[config.mk]
export PLATFORM = sky130hd
export DESIGN_NAME = pll_clock_synthesis
export DESIGN_NICKNAME = d
export VERILOG_FILES = /design/src/design/pll_clock_pkg.sv /design/src/design/level_sync.sv /design/src/design/pll_clock_synthesis.sv
export SDC_FILE = /design/constraint.sdc
export NUM_CORES = 1
export LEC_CHECK = 0
export ABC_AREA = 1
export ABC_CLOCK_PERIOD_IN_PS = 3500
export BUFFER_PORTS_ARGS = -buffer_cell sky130_fd_sc_hd__clkbuf_2
export CORE_ASPECT_RATIO = 1.25
export CORE_MARGIN = 10
export CORE_UTILIZATION = 51
export DETAILED_ROUTE_END_ITERATION = 10
export PLACE_DENSITY = 0.73
export SYNTH_ARGS = -nofsm -noshare
export SYNTH_HDL_FRONTEND = slang
export SYNTH_HIERARCHICAL = 1
export SYNTH_SLANG_ARGS = --single-unit
[constraint.sdc]
create_clock -name clk_sys_in -period 3.5 [get_ports clk_sys_in]
set_input_delay 0 -clock clk_sys_in [delete_from_list [all_inputs] [get_ports clk_sys_in]]
set_output_delay 0 -clock clk_sys_in [all_outputs]
set_load 0.05 [all_outputs]
[src/design/pll_clock_pkg.sv]
// Shared constants, field layouts and carrier types of the PLL clock synthesis block.
// Assumes a single 125 MHz system clock and divider fields supplied from the same domain.
package pll_clock_pkg;

  // ****************************************************************
  // Clock and field layout.
  // ****************************************************************
  localparam int             SYS_CLK_MHZ        = 125;
  localparam int             REG_W              = 16;
  localparam int             PRESCALE_LSB       = 0;
  localparam int             PRESCALE_W         = 5;
  localparam int             POSTSCALE_LSB      = 6;
  localparam int             POSTSCALE_W        = 2;
  localparam int             FEEDBACK_LSB       = 0;
  localparam int             FEEDBACK_W         = 9;
  localparam int             PRE_FAC_W          = 6;
  localparam int             M_W                = 10;
  localparam int             POST_FAC_W         = 4;
  localparam int             CREDIT_W           = 16;

  // ****************************************************************
  // Factor encodings and reset values.
  // ****************************************************************
  localparam logic [PRE_FAC_W-1:0]  PRESCALE_OFFSET = 6'h02;
  localparam logic [M_W-1:0]        FEEDBACK_OFFSET = 10'h002;
  localparam logic [POST_FAC_W-1:0] POST_FAC_DIV2   = 4'h2;
  localparam logic [POST_FAC_W-1:0] POST_FAC_DIV4   = 4'h4;
  localparam logic [POST_FAC_W-1:0] POST_FAC_DIV8   = 4'h8;
  localparam logic [PRE_FAC_W-1:0]  PRE_FAC_RESET   = 6'h02;
  localparam logic [M_W-1:0]        M_RESET         = 10'h002;
  localparam logic [POST_FAC_W-1:0] POST_FAC_RESET  = 4'h2;
  localparam logic [CREDIT_W-1:0] CREDIT_MAX    = 16'hFFFF;

  typedef enum logic {
    REF_PRIMARY = 1'b0,
    REF_FAST_RC = 1'b1
  } ref_select_e;

  typedef enum logic [1:0] {
    POST_DIV2 = 2'b00,
    POST_DIV4 = 2'b01,
    POST_RSVD = 2'b10,
    POST_DIV8 = 2'b11
  } postscale_e;

  typedef struct packed {
    logic vco_in;
    logic fosc;
    logic instr;
  } clock_ticks_s;

endpackage : pll_clock_pkg

[src/design/level_sync.sv]
// Two-flop synchroniser for a group of independent level inputs.
// Assumes each bit is a slow level from outside the system clock domain.
`timescale 1ns/1ps
module level_sync #(
  parameter int WIDTH = 2
) (
  // Clock and reset.
  input  wire logic             clk_sys_in,
  input  wire logic             resetn_in,
  // Levels.
  input  wire logic [WIDTH-1:0] async_in,
  output logic      [WIDTH-1:0] sync_out
);

  genvar i;
  generate
    for (i = 0; i < WIDTH; i++) begin : g_bit
      logic stage1_ff;
      logic stage2_ff;
      logic nxt_stage1;
      logic nxt_stage2;
      always_comb begin
        nxt_stage1 = async_in[i];
        nxt_stage2 = stage1_ff;
      end
      always_ff @(posedge clk_sys_in or negedge resetn_in) begin
        if (!resetn_in) begin
          stage1_ff <= 1'b0;
          stage2_ff <= 1'b0;
        end else begin
          stage1_ff <= nxt_stage1;
          stage2_ff <= nxt_stage2;
        end
      end
      assign sync_out[i] = stage2_ff;
    end
  endgenerate

endmodule : level_sync

[src/design/pll_clock_synthesis.sv]
// PLL clock synthesis: prescale, feedback multiply and postscale as tick enables.
// Assumes oscillator pins are asynchronous and divider fields come from the system clock domain.
// Function
// RL1: Either the primary oscillator or the fast RC oscillator may be the reference.
// RL2: Reference divided by prescale factor 2..33 from divider register bits 4..0.
// RL3: Software keeps the VCO input between 0.8 MHz and 8 MHz.
// RL4: VCO input multiplied by factor from feedback register bits 8..0.
// RL5: Software keeps the VCO output between 100 MHz and 200 MHz.
// RL6: VCO output divided by postscale 2, 4 or 8 from divider bits 7..6.
// RL7: Software keeps the output clock between 12.5 MHz and 80 MHz.
// RL8: Output rate is reference times feedback over prescale times postscale.
// RL9: Instructions run at half the output clock rate.
// RL10: Prescale 0 gives 2, feedback 0x1E gives 32, postscale 0 gives 2.
// RL11: Prescale factor is field plus two; feedback factor is field plus two.
// RL12: Postscale codes 00, 01, 11 divide by 2, 4, 8.
`timescale 1ns/1ps
module pll_clock_synthesis
  import pll_clock_pkg::*;
(
  // Clock and reset.
  input  wire logic                            clk_sys_in,
  input  wire logic                            resetn_in,
  // Oscillator pins.
  input  wire logic                            primary_osc_in,
  input  wire logic                            internal_fast_rc_oscillator_in,
  // Configuration.
  input  wire pll_clock_pkg::ref_select_e      ref_select_in,
  input  wire logic [pll_clock_pkg::REG_W-1:0] clock_divider_register_in,
  input  wire logic [pll_clock_pkg::REG_W-1:0] feedback_divisor_register_in,
  // Clock enables and decoded factors.
  output pll_clock_pkg::clock_ticks_s          ticks_out,
  output logic [pll_clock_pkg::PRE_FAC_W-1:0]  input_prescale_factor_out,
  output logic [pll_clock_pkg::M_W-1:0]        feedback_factor_out,
  output logic [pll_clock_pkg::POST_FAC_W-1:0] output_postscale_factor_out
);

  import pll_clock_pkg::*;

  // ****************************************************************
  // Pin synchronisers and edge detection.
  // ****************************************************************
  logic [1:0]          osc_sync;
  logic [1:0]          osc_last_ff;
  logic [1:0]          osc_edge;
  logic                ref_edge;

  level_sync #(.WIDTH(2)) u_osc_sync (
    .clk_sys_in (clk_sys_in),
    .resetn_in  (resetn_in),
    .async_in   ({internal_fast_rc_oscillator_in, primary_osc_in}),
    .sync_out   (osc_sync)
  );

  // ****************************************************************
  // Divider state.
  // ****************************************************************
  logic [PRESCALE_W-1:0]  input_prescale_select;
  logic [FEEDBACK_W-1:0]  vco_feedback_multiplier;
  postscale_e             vco_output_postscale;
  logic [PRE_FAC_W-1:0]   pre_fac;
  logic [M_W-1:0]         m_fac;
  logic [POST_FAC_W-1:0]  post_fac;
  logic [PRE_FAC_W-1:0]   pre_cnt_ff;
  logic [PRE_FAC_W-1:0]   nxt_pre_cnt;
  logic [CREDIT_W-1:0]    credit_ff;
  logic [CREDIT_W-1:0]    nxt_credit;
  logic [CREDIT_W:0]      credit_sum;
  logic                   instr_phase_ff;
  logic                   nxt_instr_phase;
  logic                   vco_tick;
  logic                   fosc_tick;
  clock_ticks_s           ticks_ff;
  clock_ticks_s           nxt_ticks;
  logic [PRE_FAC_W-1:0]   pre_fac_ff;
  logic [M_W-1:0]         m_ff;
  logic [POST_FAC_W-1:0]  post_fac_ff;

  always_comb begin
    input_prescale_select   = clock_divider_register_in[PRESCALE_LSB +: PRESCALE_W];
    vco_feedback_multiplier = feedback_divisor_register_in[FEEDBACK_LSB +: FEEDBACK_W];
    vco_output_postscale    = postscale_e'(clock_divider_register_in[POSTSCALE_LSB +: POSTSCALE_W]);
    pre_fac = {1'b0, input_prescale_select} + PRESCALE_OFFSET;     // see RL11, RL10
    m_fac   = {1'b0, vco_feedback_multiplier} + FEEDBACK_OFFSET;   // see RL11, RL10
    unique case (vco_output_postscale)
      POST_DIV2: post_fac = POST_FAC_DIV2;                         // see RL12, RL10
      POST_DIV4: post_fac = POST_FAC_DIV4;                         // see RL12
      POST_RSVD: post_fac = POST_FAC_DIV4;
      POST_DIV8: post_fac = POST_FAC_DIV8;                         // see RL12
    endcase
    osc_edge = osc_sync & ~osc_last_ff;
    ref_edge = (ref_select_in == REF_FAST_RC) ? osc_edge[1] : osc_edge[0]; // see RL1
    // Prescaler: one VCO input tick per prescale factor of reference edges.
    nxt_pre_cnt = pre_cnt_ff;
    vco_tick    = 1'b0;
    if (ref_edge) begin
      if (pre_cnt_ff >= pre_fac - 6'h01) begin                    // see RL2
        nxt_pre_cnt = '0;
        vco_tick    = 1'b1;
      end else begin
        nxt_pre_cnt = pre_cnt_ff + 6'h01;
      end
    end
    // Feedback adds its factor per VCO input tick; each output tick spends the postscale.
    fosc_tick  = (credit_ff >= CREDIT_W'(post_fac));               // see RL6, RL8
    credit_sum = {1'b0, credit_ff} + (vco_tick ? (CREDIT_W+1)'(m_fac) : '0) // see RL4
               - (fosc_tick ? (CREDIT_W+1)'(post_fac) : '0);
    nxt_credit = credit_sum[CREDIT_W] ? CREDIT_MAX : credit_sum[CREDIT_W-1:0];
    nxt_instr_phase  = fosc_tick ? ~instr_phase_ff : instr_phase_ff;
    nxt_ticks.vco_in = vco_tick;
    nxt_ticks.fosc   = fosc_tick;
    nxt_ticks.instr  = fosc_tick & instr_phase_ff;                 // see RL9
  end

  always_ff @(posedge clk_sys_in or negedge resetn_in) begin
    if (!resetn_in) begin
      osc_last_ff    <= 2'h0;
      pre_cnt_ff     <= '0;
      credit_ff      <= '0;
      instr_phase_ff <= 1'b0;
      ticks_ff       <= '0;
      pre_fac_ff     <= PRE_FAC_RESET;
      m_ff           <= M_RESET;
      post_fac_ff    <= POST_FAC_RESET;
    end else begin
      osc_last_ff    <= osc_sync;
      pre_cnt_ff     <= nxt_pre_cnt;
      credit_ff      <= nxt_credit;
      instr_phase_ff <= nxt_instr_phase;
      ticks_ff       <= nxt_ticks;
      pre_fac_ff     <= pre_fac;
      m_ff           <= m_fac;
      post_fac_ff    <= post_fac;
    end
  end

  assign ticks_out                   = ticks_ff;
  assign input_prescale_factor_out   = pre_fac_ff;
  assign feedback_factor_out         = m_ff;
  assign output_postscale_factor_out = post_fac_ff;
endmodule : pll_clock_synthesis

==> results.md <==
* Hold path endpoint: output_postscale_factor_out[3]
* Post-layout minimum cycle time at 3.217 ns
* Stages on the worst setup path at 21
* Yosys reg bits at 51
* Routed met3 length at 314 µm
* Yosys warnings at 6
* Power Density at 926.5 nW/µm²
* Die ar. at 10660 µm²
* Clock sink count at 51
* R2r endpoint: credit_ff[15]
* First-pass DRT Iterations at 4
* WL final at 7882 µm
* Via density at 4.769
* Min-delay src: clock_divider_register_in[7]
* Critical Path Source Type: flip-flop
* WL met2 at 4239 µm
* P_int at 0.002042 W
* Final ANT Viol Nets at 0
* Switching Fraction at 49.49%
* Crit path required time at 3.69 ns
* RSZ-0062 raised after global routing: false
* Arrival @ worst endpoint at 3.41 ns
* Congestion Overflow GR at 0
* Die width at 94.37 µm
* EDFF count, synth at 0
* Logic pwr share at 71.0%
* CORE AREA at 6648 µm²
* Crit Path Class: flip-flop to flip-flop
* CTS max path bufs at 2
* Reg2reg path depth at 21
* Share of cells above drive strength 1 at 21.35%
* Syn Inst Count at 458
* Met1 wire length at 3223 µm
* Max-cap violations at 0
* Worst skew pair latency at 0.31 ns
* Hold WC Path Type: input pin to flip-flop
* CTS tree: done
* Num ports at 60
* N_diodes at 0
* Critical R2R Launch: credit_ff[15]
* Tightest Pin Transition at 0.6450 ns
* Unique masters post-synth at 33
* Total power at 0.004042 W
* # DRC at 0
* Setup Skew at 0.01333 ns
* Antenna violations before repair at 0
* Outcome: completed
* Crit-path slowest cell: fa_1
* Top FF cell, synth: dfrtp_1
* Area share of the largest cell type after synthesis at 34.07%
* Final Cycle Share at 91.91%
* VDD IR max at 0.6114 mV
* R2R Setup Slk at 0.28 ns
* Vias at 3028
* Die H at 113.0 µm
* H-tree depth at 2
* Worst path cell trace: inv_1, ha_1, inv_1, o21ai_0, a31oi_1, nand3_2, nand2_1, inv_1, fa_1, inv_1, ha_1, a21oi_1, nand2_1, nand2_1, nand2_1, nand2_1, nand2_1, nand2_1, nand2_1, inv_1, nand2_1
* Number of global-route vias before repair at 3046
* Most common cell on crit path: nand2_1
* Uppermost routed layer: met4
* Largest net degree at the start of global routing at 52
* Clock transition at path regs at 0.09 ns
* Detailed Place HPWL at 6141 µm
* Rows at 33
* Most instantiated library cell after synthesis: nand2_1
* Combined buffer and inverter count along the critical path at 5
* CP endpoint kind: flip-flop
* Root buffer cell: clkbuf_8
* Clock share of power at 9.1%
* Sequential fraction of the synthesis area at 36.30%
* Commonest cells in the netlist: nand2_1 (125), inv_1 (105), dfrtp_1 (48), ha_1 (43), nor2_1 (23)
* CTS Buf Count at 5
* Max-Slew Margin vs Limit at 57.00%
* Number of fill cells at 549
* Routability cong. at 0.9254
* Slew Limit Fails at 0
* Crit-path max FO at 4
* Gr usage total at 14.79%
* # nets final at 630
* Syn avg cell area at 7.698 µm²
* P_leak at 2.543 nW
* Hold Path Stages at 2
* First-pass GRT wire length at 13250 µm
* CP peak stage delay at 0.50 ns
* Post-synth net total at 541
* Input/output buffers at 42
* Area Growth Syn to Fin at 23.74%
* Drt initial violations at 133
* Cell area after synthesis at 3526 µm²
* NetSw at 0.002000 W
* Flop pwr share at 20.0%
* Synth top area cells: dfrtp_1 (34%), ha_1 (15%), nand2_1 (13%)
* Area leader, netlist: dfrtp_1
* Drt wl/cell at 12.41 µm
* Final Hold Viols at 0
* Max Clk Rate at 310.8 MHz
* Family with the most delay on the worst path: adder cells
* Initial core utilization at 53.04%
* Hold WS at 0.006451 ns
* Final setup viols at 0
* Ys async rst share at 100.0%
cells by family after synthesis:
logic type,synth area share (%)
fa+ha+maj,16.96
buf+inv,12.92
other cells,0.1064
mux,0.2839
flops,36.30
xor+xnor,4.223
compound gates,4.223
simple gates,24.98
power groups by stage:
stage / sequential, W / clock [W] / combinational [W]
detailed placement: 0.000819 / 0 / 0.00267
floorplan: 0.000890 / 0 / 0.00190
finish: 0.000808 / 0.000366 / 0.00287
CTS: 0.000807 / 0.000372 / 0.00270
global route: 0.000823 / 0.000393 / 0.00323
global placement: 0.000813 / 0 / 0.00261
placed cells by master (no fill, tap or decap), types with 4 or more instances in the layout:
cell type / instances
nand2_1: 122
xnor2_1: 7
clkbuf_2: 42
nor2_1: 21
nand2_2: 15
dlygate4sd3_1: 16
clkbuf_8: 6
inv_2: 5
inv_1: 104
ha_1: 42
buf_4: 27
o21ai_0: 4
a21oi_1: 12
nor3_1: 7
xor2_1: 9
dfrtp_1: 48
nand3_1: 19
how the worst max path moves through the flow:
stage / startpoint / to / slack (ns)
3_3_place_gp: clock_divider_register_in[1] / credit_ff[9] / 0.02
4_1_cts: clock_divider_register_in[1] / credit_ff[14] / 0.17
5_1_grt: clock_divider_register_in[1] / credit_ff[15] / 0.02
6_report: credit_ff[15] / credit_ff[15] / 0.28
2_1_floorplan: clock_divider_register_in[1] / credit_ff[8] / 0.18
3_5_place_dp: clock_divider_register_in[1] / credit_ff[14] / -0.10
timing repair:
| item | CTS | global route |
|---|---|---|
| endpoints found under the hold margin | 62 | 0 |
| gates resized for setup | 0 | 20 |
| buffers inserted | 0 | 1 |
| endpoints found under the setup margin | 0 | 16 |
| hold buffers | 16 | 0 |
per-layer routing:
| metal | track usage (%) | vias to the layer above |
|---|---|---|
| li1 | - | 1552 |
| met3 | 2.315 | 9 |
| met1 | 16.58 | 1428 |
| met4 | 3.350 | 0 |
| met2 | 27.94 | 39 |
| met5 | 0 | - |
area by class of cell:
class / count / area (µm²) / area share [%]
tap: 87 / 108.9 / 2.495
multi-input combinational: 294 / 1889 / 43.30
timing repair buffer: 85 / 573.1 / 13.13
sequential: 51 / 1280 / 29.34
clock buffer: 6 / 82.58 / 1.893
clock inverter: 2 / 16.27 / 0.3728
inverter: 110 / 412.9 / 9.464
sequential cells by signal, indices dropped and copies added (netlist names):
name / flops
u_osc_sync/g_bit.nxt_stage2: 2
ticks_out: 3
osc_last_ff: 2
output_postscale_factor_out: 3
pre_cnt_ff: 6
instr_phase_ff: 1
feedback_factor_out: 10
u_osc_sync/g_bit.stage2_ff: 2
input_prescale_factor_out: 6
credit_ff: 16
through the flow:
step / instances / setup WS (ns) / utilization (%) / setup TNS, ns / area, µm²
final: 635 / 0.2830 / 65.63 / 0 / 4363
after global routing: 635 / 0.02313 / 65.63 / 0 / 4363
after floorplan: 458 / 0.1792 / - / 0 / 3526
after detailed placement: 609 / -0.1017 / 60.14 / -1.106 / 3998
after CTS: 633 / 0.1659 / 64.03 / 0 / 4257
after global placement: 609 / 0.01812 / 60.14 / 0 / 3998
(Power assumes the default switching activity.)
